$ cat src/pkg/branch_cfg.svh
// constants for the branch and if-then unit
`ifndef BRANCH_CFG_SVH
`define BRANCH_CFG_SVH

// -----------------------------------------------------------------
// addresses and lengths
// -----------------------------------------------------------------
`define PC_AHEAD          32'h0000_0004
`define INSTR_WIDE_LEN    32'h0000_0004
`define INSTR_NARROW_LEN  32'h0000_0002

// -----------------------------------------------------------------
// displacement limits (sign bit positions)
// -----------------------------------------------------------------
`define WIDE_DISP_MSB     24
`define NARROW_DISP_MSB   20

// -----------------------------------------------------------------
// conditions, registers and reset values
// -----------------------------------------------------------------
`define COND_ALWAYS_HI    3'h7
`define LOW_REG_MAX       4'h7
`define IT_STATE_RESET    8'h00
`define IT_SLOT_NONE      3'h0

`endif

$ cat src/pkg/branch_pkg.sv
// types shared by the branch and if-then unit
package branch_pkg;

  typedef enum logic [3:0] {
    OP_NONE     = 4'h0,
    OP_JUMP     = 4'h1,
    OP_JUMP_CC  = 4'h2,
    OP_CALL     = 4'h3,
    OP_JUMP_REG = 4'h4,
    OP_CALL_REG = 4'h5,
    OP_CMP_ZERO = 4'h6,
    OP_CMP_NZ   = 4'h7,
    OP_IF_THEN  = 4'h8,
    OP_TBL_BYTE = 4'h9,
    OP_TBL_HALF = 4'hA,
    OP_DBG_STOP = 4'hB,
    OP_OTHER    = 4'hC
  } op_e;

  typedef enum logic [0:0] {
    ST_IDLE  = 1'b0,
    ST_TABLE = 1'b1
  } unit_state_e;

  typedef struct packed {
    op_e         op;
    logic [3:0]  cond;
    logic [3:0]  it_mask;
    logic [31:0] disp;
    logic [3:0]  opnd_idx;
    logic [31:0] opnd_val;
    logic        rn_is_pc;
    logic [31:0] rn_val;
    logic [31:0] rm_val;
    logic [31:0] pc;
    logic        wide;
  } instr_s;

  typedef struct packed {
    logic        redirect;
    logic [31:0] target;
    logic        link_we;
    logic [31:0] link;
    logic        fault;
    logic        cond_ok;
  } branch_out_s;

  typedef struct packed {
    logic [31:0] addr;
    logic        half;
  } tbl_req_s;

endpackage

$ cat src/rtl/branch_unit.sv
// branch, table jump and if-then control for the core
// Function
// RL1: call writes next instruction address to return link before fetch redirect
// RL2: register jump with target bit zero clear raises illegal use fault
// RL3: valid register jump target has bit zero forced to zero
// RL4: conditional immediate jump outside block reaches plus or minus one megabyte
// RL5: other immediate jumps and calls reach plus or minus sixteen megabytes
// RL6: jump, call, compare, if-then and table jumps leave flags unchanged
// RL7: software places program counter writers outside a block or last
// RL8: software never names program counter as register call target
// RL9: compare jumps branch on operand zero or nonzero, flags untouched
// RL10: compare jumps take low registers only, forward 4 to 130 bytes
// RL11: software keeps compare jumps out of if-then blocks
// RL12: if-then prefix makes one to four following instructions conditional
// RL13: later slots use base condition for then, its inverse for else
// RL14: with always condition software gives no else slots
// RL15: debug stop inside a block executes even when condition fails
// RL16: exceptions may interrupt a block; saved state resumes it correctly
// RL17: software puts no prefix, compare jump or mask change in blocks
// RL18: software enters block middles only by exception return
// RL19: software keeps conditional instructions inside blocks with matching conditions
// RL20: table jump doubles unsigned entry, branches forward from next instruction
// RL21: halfword table jump shifts index left by one
// RL22: program counter base means table starts right after the instruction
// RL23: if-then state holds base condition and slots, advances, clears at end
`timescale 1ns/1ps
`include "branch_cfg.svh"

module branch_unit
  import branch_pkg::*;
(
  // clock and reset
  input  wire logic        sys_clk,
  input  wire logic        rst_n,
  input  wire logic        clk_en,
  // instruction stream
  input  wire logic        instr_valid,
  input  instr_s           instr,
  output logic             instr_ready,
  input  wire logic [3:0]  flags_nzcv,
  // results
  output branch_out_s      result_q,
  output logic             it_active,
  // exception save and return
  input  wire logic        exc_entry,
  input  wire logic        exc_return,
  input  wire logic [7:0]  exc_it_restore,
  output logic [7:0]       exc_it_save,
  // table read port
  output logic             tbl_valid,
  output tbl_req_s         tbl_q,
  input  wire logic        tbl_ack,
  input  wire logic [15:0] tbl_data
);

  // -----------------------------------------------------------------
  // decode helpers
  // -----------------------------------------------------------------
  function automatic logic cond_pass(input logic [3:0] c, input logic [3:0] f);
    logic r;
    r = 1'b1;
    case (c[3:1])
      3'h0:    r = f[2];
      3'h1:    r = f[1];
      3'h2:    r = f[3];
      3'h3:    r = f[0];
      3'h4:    r = f[1] & ~f[2];
      3'h5:    r = (f[3] == f[0]);
      3'h6:    r = (f[3] == f[0]) & ~f[2];
      default: r = 1'b1;
    endcase
    // the always group has no inverse
    cond_pass = (c[0] && c[3:1] != `COND_ALWAYS_HI) ? ~r : r;
  endfunction

  function automatic logic [31:0] limit_disp(input logic [31:0] d, input logic wide);
    if (wide) begin
      limit_disp = {{(31 - `WIDE_DISP_MSB){d[`WIDE_DISP_MSB]}}, d[`WIDE_DISP_MSB:0]};
    end else begin
      limit_disp = {{(31 - `NARROW_DISP_MSB){d[`NARROW_DISP_MSB]}}, d[`NARROW_DISP_MSB:0]};
    end
  endfunction

  // -----------------------------------------------------------------
  // if-then state
  // -----------------------------------------------------------------
  logic        it_load;
  logic        it_adv;
  logic [7:0]  it_state;
  logic [3:0]  slot_cond;

  it_state_unit u_it (
    .sys_clk     (sys_clk),
    .rst_n       (rst_n),
    .clk_en      (clk_en),
    .load        (it_load),
    .load_val    ({instr.cond, instr.it_mask}),
    .advance     (it_adv),
    .clear       (exc_entry),
    .restore     (exc_return),
    .restore_val (exc_it_restore),
    .state_q     (it_state),
    .active      (it_active),
    .slot_cond   (slot_cond)
  );

  // exception entry stacks this with the status word
  assign exc_it_save = it_state;                                  // RL16

  // -----------------------------------------------------------------
  // control
  // -----------------------------------------------------------------
  unit_state_e state_q;
  unit_state_e state_d;
  branch_out_s result_d;
  tbl_req_s    tbl_d;
  logic [31:0] base_q;
  logic [31:0] base_d;
  logic        take;
  logic        slot_ok;
  logic [31:0] pc_ahead;
  logic [31:0] next_addr;
  logic [31:0] tbl_off;

  // exceptions own the cycle, so no instruction is taken alongside
  assign instr_ready = (state_q == ST_IDLE) && !exc_entry && !exc_return;
  assign take        = instr_valid && instr_ready;
  assign tbl_valid   = (state_q == ST_TABLE);
  assign pc_ahead    = instr.pc + `PC_AHEAD;
  assign next_addr   = instr.pc + (instr.wide ? `INSTR_WIDE_LEN : `INSTR_NARROW_LEN);
  // flags are only read, never written by this unit
  assign slot_ok     = !it_active || cond_pass(slot_cond, flags_nzcv)
                       || (instr.op == OP_DBG_STOP);              // RL15 RL6
  assign tbl_off     = tbl_q.half ? {16'h0000, tbl_data} : {24'h000000, tbl_data[7:0]};

  always_comb begin
    state_d  = state_q;
    base_d   = base_q;
    tbl_d    = tbl_q;
    result_d = '0;
    it_load  = 1'b0;
    it_adv   = 1'b0;
    case (state_q)
      ST_IDLE: begin
        if (take && clk_en) begin
          it_adv           = it_active && (instr.op != OP_IF_THEN); // RL23
          result_d.cond_ok = slot_ok;                             // RL12 RL13
          if (slot_ok) begin
            case (instr.op)
              OP_JUMP: begin
                result_d.redirect = 1'b1;
                result_d.target   = pc_ahead + limit_disp(instr.disp, 1'b1); // RL5
              end
              OP_JUMP_CC: begin
                // inside a block the slot condition already decided
                result_d.redirect = it_active || cond_pass(instr.cond, flags_nzcv);
                result_d.target   = pc_ahead + limit_disp(instr.disp, it_active); // RL4 RL5
              end
              OP_CALL: begin
                result_d.link_we  = 1'b1;                         // RL1
                result_d.link     = next_addr;                    // RL1
                result_d.redirect = 1'b1;
                result_d.target   = pc_ahead + limit_disp(instr.disp, 1'b1); // RL5
              end
              OP_JUMP_REG, OP_CALL_REG: begin
                if (!instr.rm_val[0]) begin
                  result_d.fault = 1'b1;                          // RL2
                end else begin
                  result_d.link_we  = (instr.op == OP_CALL_REG);  // RL1
                  result_d.link     = next_addr;                  // RL1
                  result_d.redirect = 1'b1;
                  result_d.target   = {instr.rm_val[31:1], 1'b0}; // RL3
                end
              end
              OP_CMP_ZERO, OP_CMP_NZ: begin
                // a high register operand is not a legal encoding
                if (instr.opnd_idx > `LOW_REG_MAX) begin
                  result_d.fault = 1'b1;                          // RL10
                end else begin
                  result_d.redirect = (instr.op == OP_CMP_ZERO) ==
                                      (instr.opnd_val == 32'h0000_0000); // RL9
                  result_d.target   = pc_ahead + {25'h0000000, instr.disp[6:1], 1'b0}; // RL10
                end
              end
              OP_IF_THEN: begin
                it_load = 1'b1;                                   // RL12
              end
              OP_TBL_BYTE, OP_TBL_HALF: begin
                tbl_d.half = (instr.op == OP_TBL_HALF);
                tbl_d.addr = (instr.rn_is_pc ? pc_ahead : instr.rn_val) // RL22
                           + (tbl_d.half ? {instr.rm_val[30:0], 1'b0}   // RL21
                                         : instr.rm_val);
                base_d  = pc_ahead;                               // RL20
                state_d = ST_TABLE;
              end
              default: begin
              end
            endcase
          end
        end
      end
      ST_TABLE: begin
        if (tbl_ack && clk_en) begin
          result_d.redirect = 1'b1;
          result_d.cond_ok  = 1'b1;
          result_d.target   = base_q + {tbl_off[30:0], 1'b0};      // RL20
          state_d           = ST_IDLE;
        end
      end
      default: begin
        state_d = ST_IDLE;
      end
    endcase
  end

  always_ff @(posedge sys_clk or negedge rst_n) begin
    if (!rst_n) begin
      state_q  <= ST_IDLE;
      base_q   <= 32'h0000_0000;
      tbl_q    <= '0;
      result_q <= '0;
    end else if (clk_en) begin
      state_q  <= state_d;
      base_q   <= base_d;
      tbl_q    <= tbl_d;
      result_q <= result_d;
    end
  end

endmodule

$ cat src/rtl/it_state_unit.sv
// if-then block state: base condition and remaining slot switches
`timescale 1ns/1ps
`include "branch_cfg.svh"

module it_state_unit
  import branch_pkg::*;
(
  // clock and reset
  input  wire logic       sys_clk,
  input  wire logic       rst_n,
  input  wire logic       clk_en,
  // control
  input  wire logic       load,
  input  wire logic [7:0] load_val,
  input  wire logic       advance,
  input  wire logic       clear,
  input  wire logic       restore,
  input  wire logic [7:0] restore_val,
  // state
  output logic [7:0]      state_q,
  output logic            active,
  output logic [3:0]      slot_cond
);

  logic [7:0] state_d;

  // -----------------------------------------------------------------
  // next state
  // -----------------------------------------------------------------
  always_comb begin
    state_d = state_q;
    if (restore) begin
      state_d = restore_val;                                      // RL16
    end else if (clear) begin
      state_d = `IT_STATE_RESET;                                  // RL16
    end else if (load) begin
      state_d = load_val;                                         // RL12
    end else if (advance) begin
      // last slot leaves only the terminator: block ends
      if (state_q[2:0] == `IT_SLOT_NONE) begin
        state_d = `IT_STATE_RESET;                                // RL23
      end else begin
        state_d = {state_q[7:5], state_q[3:0], 1'b0};             // RL23
      end
    end
  end

  always_ff @(posedge sys_clk or negedge rst_n) begin
    if (!rst_n) begin
      state_q <= `IT_STATE_RESET;
    end else if (clk_en) begin
      state_q <= state_d;
    end
  end

  assign active    = (state_q[3:0] != 4'h0);
  // bit 4 carries then (base) or else (inverse) for the current slot
  assign slot_cond = state_q[7:4];                                // RL13

endmodule

$ cat config.mk
export PLATFORM = sky130hd
export DESIGN_NAME = branch_unit
export DESIGN_NICKNAME = d
export VERILOG_FILES = /design/src/pkg/branch_pkg.sv /design/src/rtl/branch_unit.sv /design/src/rtl/it_state_unit.sv
export VERILOG_INCLUDE_DIRS = /design/src /design/src/pkg
export SDC_FILE = /design/constraint.sdc
export NUM_CORES = 1
export LEC_CHECK = 0
export BUFFER_PORTS_ARGS = -buffer_cell sky130_fd_sc_hd__buf_2
export CAP_MARGIN = 20
export CORE_ASPECT_RATIO = 1.2
export CORE_MARGIN = 2
export CORE_UTILIZATION = 35
export CTS_BUF_LIST = sky130_fd_sc_hd__clkbuf_2 sky130_fd_sc_hd__clkbuf_4 sky130_fd_sc_hd__clkbuf_8
export CTS_CLUSTER_SIZE = 8
export DETAILED_ROUTE_END_ITERATION = 10
export HOLD_SLACK_MARGIN = 0.05
export SLEW_MARGIN = 20
export SYNTH_ARGS = -nofsm -noshare
export SYNTH_HDL_FRONTEND = slang
export SYNTH_SLANG_ARGS = --single-unit
export TNS_END_PERCENT = 100
$ cat constraint.sdc
create_clock -name sys_clk -period 4.1 [get_ports sys_clk]
set_input_delay 0.82 -clock sys_clk [delete_from_list [all_inputs] [get_ports sys_clk]]
set_output_delay 0.82 -clock sys_clk [all_outputs]
set_load 0.005 [all_outputs]
; After elaboration in Yosys (flattened, before gate mapping)
; Cells that the tools add are included.
[word_totals]
input_bits = 213
ff_bits = 142
[classes]
n_bitwise = 6
n_eq_ne = 28
n_reduce_logical = 27
n_addsub = 8
muxes = 55
order_cmp = 1
[ops]
columns = op, n
row1 = $mux 32, 15
row2 = $pmux 33 s5, 1
row3 = $pmux 33 s2, 2
row4 = $add 32x32->32, 4
row5 = $mux 68, 1
row6 = $mux 67, 1
row7 = $mux 33, 2
row8 = $mux 66, 1
row9 = $mux 8, 5
row10 = $mux 34, 1
row11 = $add 32x17->32, 1
row12 = $add 32x3->32, 1
row13 = $add 32x3->32 const B, 1
row14 = $add 32x7->32, 1
row15 = $logic_not 32->1, 1
row16 = $mux 1, 19
row17 = $eq 3x3->1 const B, 6
row18 = $eq 4x3->1 const B, 4
row19 = $eq 4x4->1 const B, 4
row20 = $mux 16, 1
row21 = $pmux 1 s7, 2
row22 = $eq 3x2->1 const B, 4
row23 = $reduce_bool 4->1, 3
row24 = $logic_not 3->1, 3
row25 = 18 further kinds, 41

; Depth between registers and ports, before layout
; Gate-level depths: netlist (run 1).
[logic_depth]
ltp_word = 17
mapped_depth = 19

; Hierarchy
; Synthesis (run 1) repeated with hierarchy kept, for this count alone.
[unflattened]
hier_cells = 1614
hier_area_um2 = 13336.5
[modules_own_cells]
columns = module, n_inst, cells_each, area_per_inst_um2
row1 = branch_unit, 1, 1559, 12777.3
row2 = it_state_unit, 1, 55, 559.3

; Worst setup path before layout (run 1)
; OpenSTA, ideal clock, no wires.
[synth_path]
path_kind = input to register
startpoint = input port instr[175] (netlist bit)
endpoint = register tbl_q[32] (netlist bit)
stages = 16
setup_ps = 133
arrival_ps = 4602
path_slack_ps = -635
cell_sequence = clkbuf_1 > and3_1 > clkbuf_1 > clkbuf_1 > mux2_2 > ha_1 > a211oi_1 > o21ai_0 > a32oi_1 > nand2_1 > o41ai_1 > o31ai_1 > nor4b_1 > nor2_1 > xnor2_1 > o21ai_0
[synth_via]
elab_chain_cells = 3
elab_cells_between_ends = 8
cone_classes = add/sub: 1 / eq/ne: 3 / mux: 1 / reduce/logical: 3
[synth_rtl]
columns = item, line_no
row1 = start: declaration, branch_unit.sv:38  ; input instr_s instr,
row2 = "$eq 4x4->1, on equally long branches", "branch_unit.sv:149, branch_unit.sv:189, branch_unit.sv:133"
row3 = "$mux 32, or another cell as far along", branch_unit.sv:191  ; + (tbl_d.half ? {instr.rm_val[30:0], 1'b0}
row4 = $add 32x32->32 / $reduce_and 5->1 (equally long branches), n/a
row5 = end signal: assignment, branch_unit.sv:225  ; tbl_q <= tbl_d;
row6 = end: declaration, branch_unit.sv:51  ; output tbl_req_s tbl_q,
; Several ways; a longest one is shown, not always the timed one.
; A chain may end at the register's enable or synchronous reset.

; Worst setup path in the final report (run 1)
[layout_path]
startpoint = input port instr[3] (netlist bit)
endpoint = register tbl_q[32] (netlist bit)
[layout_via]
elab_chain_cells = 3
[layout_rtl]
columns = item, line_no
row1 = $add 32x3->32 (no line), n/a
row2 = $mux 32, branch_unit.sv:190  ; tbl_d.addr = (instr.rn_is_pc ? pc_ahead : instr.rn_val)
row3 = $add 32x32->32, branch_unit.sv:191
; Every way passes these cells.

==> flow_summary.ini, run 1 <==
[place]
gp_congestion = 0.964
dpl.hpwl_mm = 44.7
numPlacedInstances = 2671
portBuffers = 314

[power_and_ir_drop]
clock_power_share_pct = 22.6
internal-power_uw = 3160
p_sw_share_pct = 39.2
power_frac_seq_pct = 32.5
report.power.total_uw = 5200
p_comb_share_pct = 44.9
p_leak_uw = 0.00876
p_per_area_nw_per_um2 = 286
ir_drop_mv = 0.212
p_switching_uw = 2040

[run]
maxCapViolations = 0

[drt]
avgRoutedWirePerCell_um = 20.0
wl_mm = 54.1
drc = 0
drt_iter0_drc = 915
drt_first_pass_iters = 5
postRouteAntennaNets = 0
route.vias.total = 14800
vias_per_cell = 5.46

[floorplan]
io-pin-count = 325
fp.dieW_um = 182
coreArea_um2 = 37600
rows = 78
initial_core_util_pct = 35.3
die_h_um = 217
die_area_um2 = 39500

[cts]
cts_made_buffers = 17
clk_latency_ns = 0.53
clockBufferDepth = 2
cts_num_sinks = 142
clkTransAtPathRegs_ns = 0.12
tritoncts = built
htreeDepth = 4
cts_root_buffer = clkbuf_8

[worst_setup_path]
critPathMaxStageDelay_ns = 0.42
critPathArrivalTime_ns = 4.27
reg2reg_setup_slack_ns = 0.70
slowest_stage = o41ai_4
end_kind = flop
critical_path_class = primary input to flop
startpoint_type = primary input
worstPathRequired_ns = 4.48
critPathMaxFanout = 7
r2r-end = result_q[58]$_DFFE_PN0P_
crit_chain = buf_2 -> buf_4 -> nand2_2 -> nor4_4 -> nand2_1 -> xor2_2 -> buf_4 -> a21oi_1 -> ha_1 -> a2111oi_2 -> o21ai_1 -> a32oi_2 -> nand2_2 -> o41ai_4 -> o31ai_2 -> nor4b_1 -> nor2_1 -> xnor2_1 -> o21ai_0
worst-path-buf-inv = 3
worst_r2r_path_depth = 14
r2r_start = base_q[1]$_DFFE_PN0P_
crit_family = compound AO/OA/AOI/OAI gates

[synthesis]
synthesis.instances = 1641
syn_area_per_cell_um2 = 8.08
synthTopCellsByArea = dfrtp_1, ha_1, xnor2_1
async_reset_ff_share_pct = 100
ys_warn_count = 0
synthFlopType = dfrtp_1
synth_nets = 1943
seq_area_frac_synth_pct = 26.8
netlist_area_um2 = 13300
yosys.area.top_type = dfrtp_1
synth_top_cell_area_share_pct = 26.8
synth_cell_types = 84
ys_ff_latch = 142
synth_edf_count = 0

[timing]
timing.final.crit_share_pct = 95.0
slew_violations = 0
max-slew-margin-rel_pct = 47.2
hold_viol = 0
skew_ns = 0.0315
worst_slew_pin_slew_ns = 0.790
min_period_ns = 3.89
setup_violations = 0
fmax_ghz = 0.257

[grt]
antenna_found_initial = 5
grt-ovfl-total = 0
grt_util_all_layers_pct = 27.2
grt_pass1_vias = 15000
grt_max_degree = 78
grt_pass1_wl_mm = 82.4

[cells_and_area]
final_util_pct = 48.4
mostFrequentLayoutCells = buf_4, buf_2, nand2_1, dfrtp_1, nor2_1
fill_cells = 3780
syn2layout_area_growth_pct = 37.2
final_layout_size_suffix_gt1_share_pct = 34.5
nNetsFinal = 2515
finalNonFillerCells = 2710
mostFrequentLayoutCell = buf_4

[hold_path]
min_path_type = primary input to async pin

[status]
status = completed
[kinds of logic (layout without fill, tap and decap cells)]
group | after synthesis | in the layout | synth area share, %
AOI/OAI and AO/OA | 493 | 493 | 24.3
xor gates and xnor gates | 160 | 160 | 10.6
adders and majority gates | 90 | 90 | 8.75
buffers and inverters | 149 | 734 | 4.62
DFF | 142 | 142 | 26.8
muxes | 50 | 50 | 4.34
other | 0 | 4 | 0
and+or+nand+nor | 557 | 557 | 20.6
[final cells by class]
| cell class | count | area, um^2 | share of cell area (%) |
|---|---|---|---|
| repair buffers | 638 | 4050 | 22.2 |
| flip-flops and latches | 142 | 3550 | 19.5 |
| multi-input cells | 1350 | 9360 | 51.5 |
| inverters | 64 | 240 | 1.32 |
| diodes | 4 | 10.0 | 0.0550 |
| clock inverters | 14 | 133 | 0.729 |
| clock buffers | 18 | 248 | 1.36 |
| well taps | 480 | 601 | 3.30 |
[cell usage after synthesis, drive strengths merged, types with 33 or more instances]
library cell  instances
clkbuf               64
inv                  64
xor2                 52
dfrtp               142
nand2               186
a21o                 37
xnor2               108
o2bb2ai              33
nor2                138
nand3                53
a21oi               130
ha                   84
mux2                 40
o21ai               117
[worst register-to-register path: stages (launching register included)]
cell and delay (ns):
dfrtp_1 0.42, ha_1 0.24, fa_1 0.41, a21o_1 0.19, a2111oi_0 0.50, buf_4 0.23
o211ai_1 0.13, a31oi_1 0.22, buf_4 0.17, nor2b_1 0.11, nand4_1 0.13, xor2_1 0.19
nor2_1 0.10, a21oi_1 0.15, o21ai_0 0.10
[how the worst max path moves through the flow]
stage                                       end  slack [ns]  startpoint  cells after the start
final                     tbl_q[32]$_DFFE_PN0P_        0.21    instr[3]                     19
after global routing      tbl_q[32]$_DFFE_PN0P_       -0.10    instr[3]                     19
after CTS                 tbl_q[32]$_DFFE_PN0P_        0.09    instr[8]                     17
after detailed placement  tbl_q[32]$_DFFE_PN0P_       -0.43    instr[8]                     17
after global placement    tbl_q[32]$_DFFE_PN0P_       -0.43    instr[8]                     18
after floorplan           tbl_q[32]$_DFFE_PN0P_       -0.03  instr[174]                     17
[routing by layer]
layer | track usage [%] | up-vias | routed length, um | part of all wire (%)
li1 | - | 7126 | - | -
met1 | 29.6 | 7031 | 20800 | 38
met2 | 50.1 | 510 | 27200 | 50
met3 | 4.08 | 139 | 2840 | 5.2
met4 | 15.9 | 4 | 3250 | 6.0
met5 | 0 | - | 36 | 0.067
[sequential cells by signal (all words and copies together), names as in the netlist]
signal,count
tbl_q,33
result_q,68
tbl_valid,1
base_q,32
u_it.state_q,8
[power by group through the flow]
stage,clock [uW],sequential [uW],combinational (uW)
global placement,0,1710,2270
detailed placement,0,1720,2300
floorplan,0,1690,1250
finish,1170,1690,2330
global route,1260,1710,2570
CTS,1210,1690,2310
[stage by stage]
step / hold WS, ns / area [um^2] / setup TNS [ns] / setup slack (ns)
floorplan: 0.450 / 13400 / -0.0376 / -0.0305
global placement: 0.453 / 17700 / -6.13 / -0.434
detailed placement: 0.461 / 17700 / -7.14 / -0.431
CTS: 0.263 / 18100 / 0 / 0.0893
global route: 0.298 / 18200 / -0.207 / -0.104
finish: 0.266 / 18200 / 0 / 0.207
[timing repair]
action | CTS | global route
gates resized for setup | 0 | 25
buffers inserted | 0 | 3
setup endpoints to repair | 0 | 13
hold buffers | 0 | 0
No activity file was read; power rests on OpenSTA's default activity.
==> run 2, diff against run 1 <==
- BUFFER_PORTS_ARGS: -buffer_cell sky130_fd_sc_hd__buf_2 -> -buffer_cell sky130_fd_sc_hd__clkbuf_2
==> flow_summary.ini, run 2 (synthesis results as in run 1) <==
[drt]
drt_iter0_drc = 914
drc = 0
vias_per_cell = 5.45
avgRoutedWirePerCell_um = 20.1
wl_mm = 54.7
drt_first_pass_iters = 6
postRouteAntennaNets = 0
route.vias.total = 14900

[worst_setup_path]
worstPathRequired_ns = 4.51
critPathMaxFanout = 7
startpoint_type = primary input
critical_path_class = primary input to flop
end_kind = flop
critPathArrivalTime_ns = 4.36

[place]
place_area_um2 = 17900
portBuffers = 314
gp_congestion = 0.953
numPlacedInstances = 2693
preCtsSetupSlack_ns = -0.498
dpl.hpwl_mm = 45.5

[grt]
antenna_found_initial = 2
grt_util_all_layers_pct = 27.5
grt_pass1_wl_mm = 82.7
grt_max_degree = 95
grt_pass1_vias = 14800
grt-ovfl-total = 0

[timing]
max-slew-margin-rel_pct = 36.1
timing.final.crit_share_pct = 96.4
setup_violations = 0
worst_slew_pin_slew_ns = 0.959
slew_violations = 0
setup_slack_ns = 0.149
hold-worst-slack_ns = 0.341
skew_ns = 0.0245
hold_viol = 0
min_period_ns = 3.95
fmax_ghz = 0.253

[cells_and_area]
mostFrequentLayoutCells = buf_4, clkbuf_2, nand2_1, dfrtp_1, nor2_1
largest_reg_flops = 68
finalNonFillerCells = 2728
top_register = result_q
final_layout_size_suffix_gt1_share_pct = 35.1
finalInstanceArea_um2 = 18400
nNetsFinal = 2535
mostFrequentLayoutCell = buf_4
top_regs = result_q (68), tbl_q (33), base_q (32)
syn2layout_area_growth_pct = 38.4

[floorplan]
io-pin-count = 325
fp.dieW_um = 182
rows = 78
die_h_um = 217
initial_core_util_pct = 35.3
coreArea_um2 = 37600
die_area_um2 = 39500

[power_and_ir_drop]
p_leak_uw = 0.00883
p_per_area_nw_per_um2 = 284
ir_drop_mv = 0.186

[cts]
ctsHoldBuffers = 0
htreeDepth = 4
clkTransAtPathRegs_ns = 0.10
cts_root_buffer = clkbuf_8
tritoncts = built
clk_latency_ns = 0.52
cts_num_sinks = 142
clockBufferDepth = 2
cts_made_buffers = 17

[status]
status = completed

[run]
maxCapViolations = 0

[hold_path]
min_path_type = primary input to async pin
[run 2: cell types whose count changed in the layout (fill, tap and decap cells not counted), sizes merged]
cell,delta
diode,-2
inv,+6
clkbuf,+312
buf,-293
clkinv,-4
bufinv,-1
[run 2: cell type report]
cell class / instances / area, um^2
diodes: 2 / 5.00
clock buffers: 17 / 234
clock inverters: 15 / 143
fillers: 3814 / 19200
inverters: 64 / 240
multi-input cells: 1350 / 9370
flip-flops and latches: 142 / 3550
well taps: 480 / 601
repair buffers: 658 / 4210
[run 2: worst max-delay path, stage by stage]
cell      delay, ns
clkbuf_2       0.14
buf_4          0.18
nand3_2        0.15
or3_1          0.40
and2_2         0.27
inv_1          0.07
ha_1           0.27
o21ai_0        0.29
a21oi_1        0.12
a41oi_2        0.27
o21ai_0        0.14
a21boi_0       0.24
xnor2_1        0.10
a222oi_1       0.30
buf_4          0.20
o221ai_1       0.19
o21a_1         0.17
[run 2: final timing paths]
path,end,slack (ns),from,cells past startpoint
max,result_q[50]$_DFFE_PN0P_,0.15,instr[3],17
min,result_q[17]$_DFFE_PN0P_,0.34,rst_n,1
max reg2reg,result_q[50]$_DFFE_PN0P_,0.66,base_q[1]$_DFFE_PN0P_,12
min reg2reg,tbl_q[1]$_DFFE_PN0P_,0.48,tbl_q[1]$_DFFE_PN0P_,2
max in group asynchronous,u_it.state_q[0]$_DFFE_PN0P_,2.87,rst_n,2
min in group sys_clk,tbl_q[1]$_DFFE_PN0P_,0.48,tbl_q[1]$_DFFE_PN0P_,2
[run 2: per-layer routing]
| layer | global-route usage [%] | share of wire, % |
|---|---|---|
| met5 | 0 | 0.020 |
| met2 | 50.6 | 51 |
| met4 | 14.8 | 5.4 |
| met1 | 30.4 | 39 |
| met3 | 3.97 | 5.1 |
[run 2: power breakdown]
| part | total, uW | switching, uW | internal (uW) |
|---|---|---|---|
| clock network | 1160 | 708 | 450 |
| registers | 1700 | 140 | 1560 |
| logic | 2350 | 1240 | 1120 |
[run 2: through the flow]
step	TNS [ns]	total power, uW	utilization, %
finish	0	5210	48.9
CTS	0	5240	48.5
detailed placement	-10.22	4050	47.5
global placement	-9.01	4020	47.5
global route	-0.0749	5550	48.8
floorplan	-0.0376	2940	-
[run 2: what timing repair did]
| item | in CTS | in global routing |
|---|---|---|
| setup buffers | 0 | 1 |
| resized for setup | 0 | 26 |
| endpoints found under the setup margin | 0 | 22 |
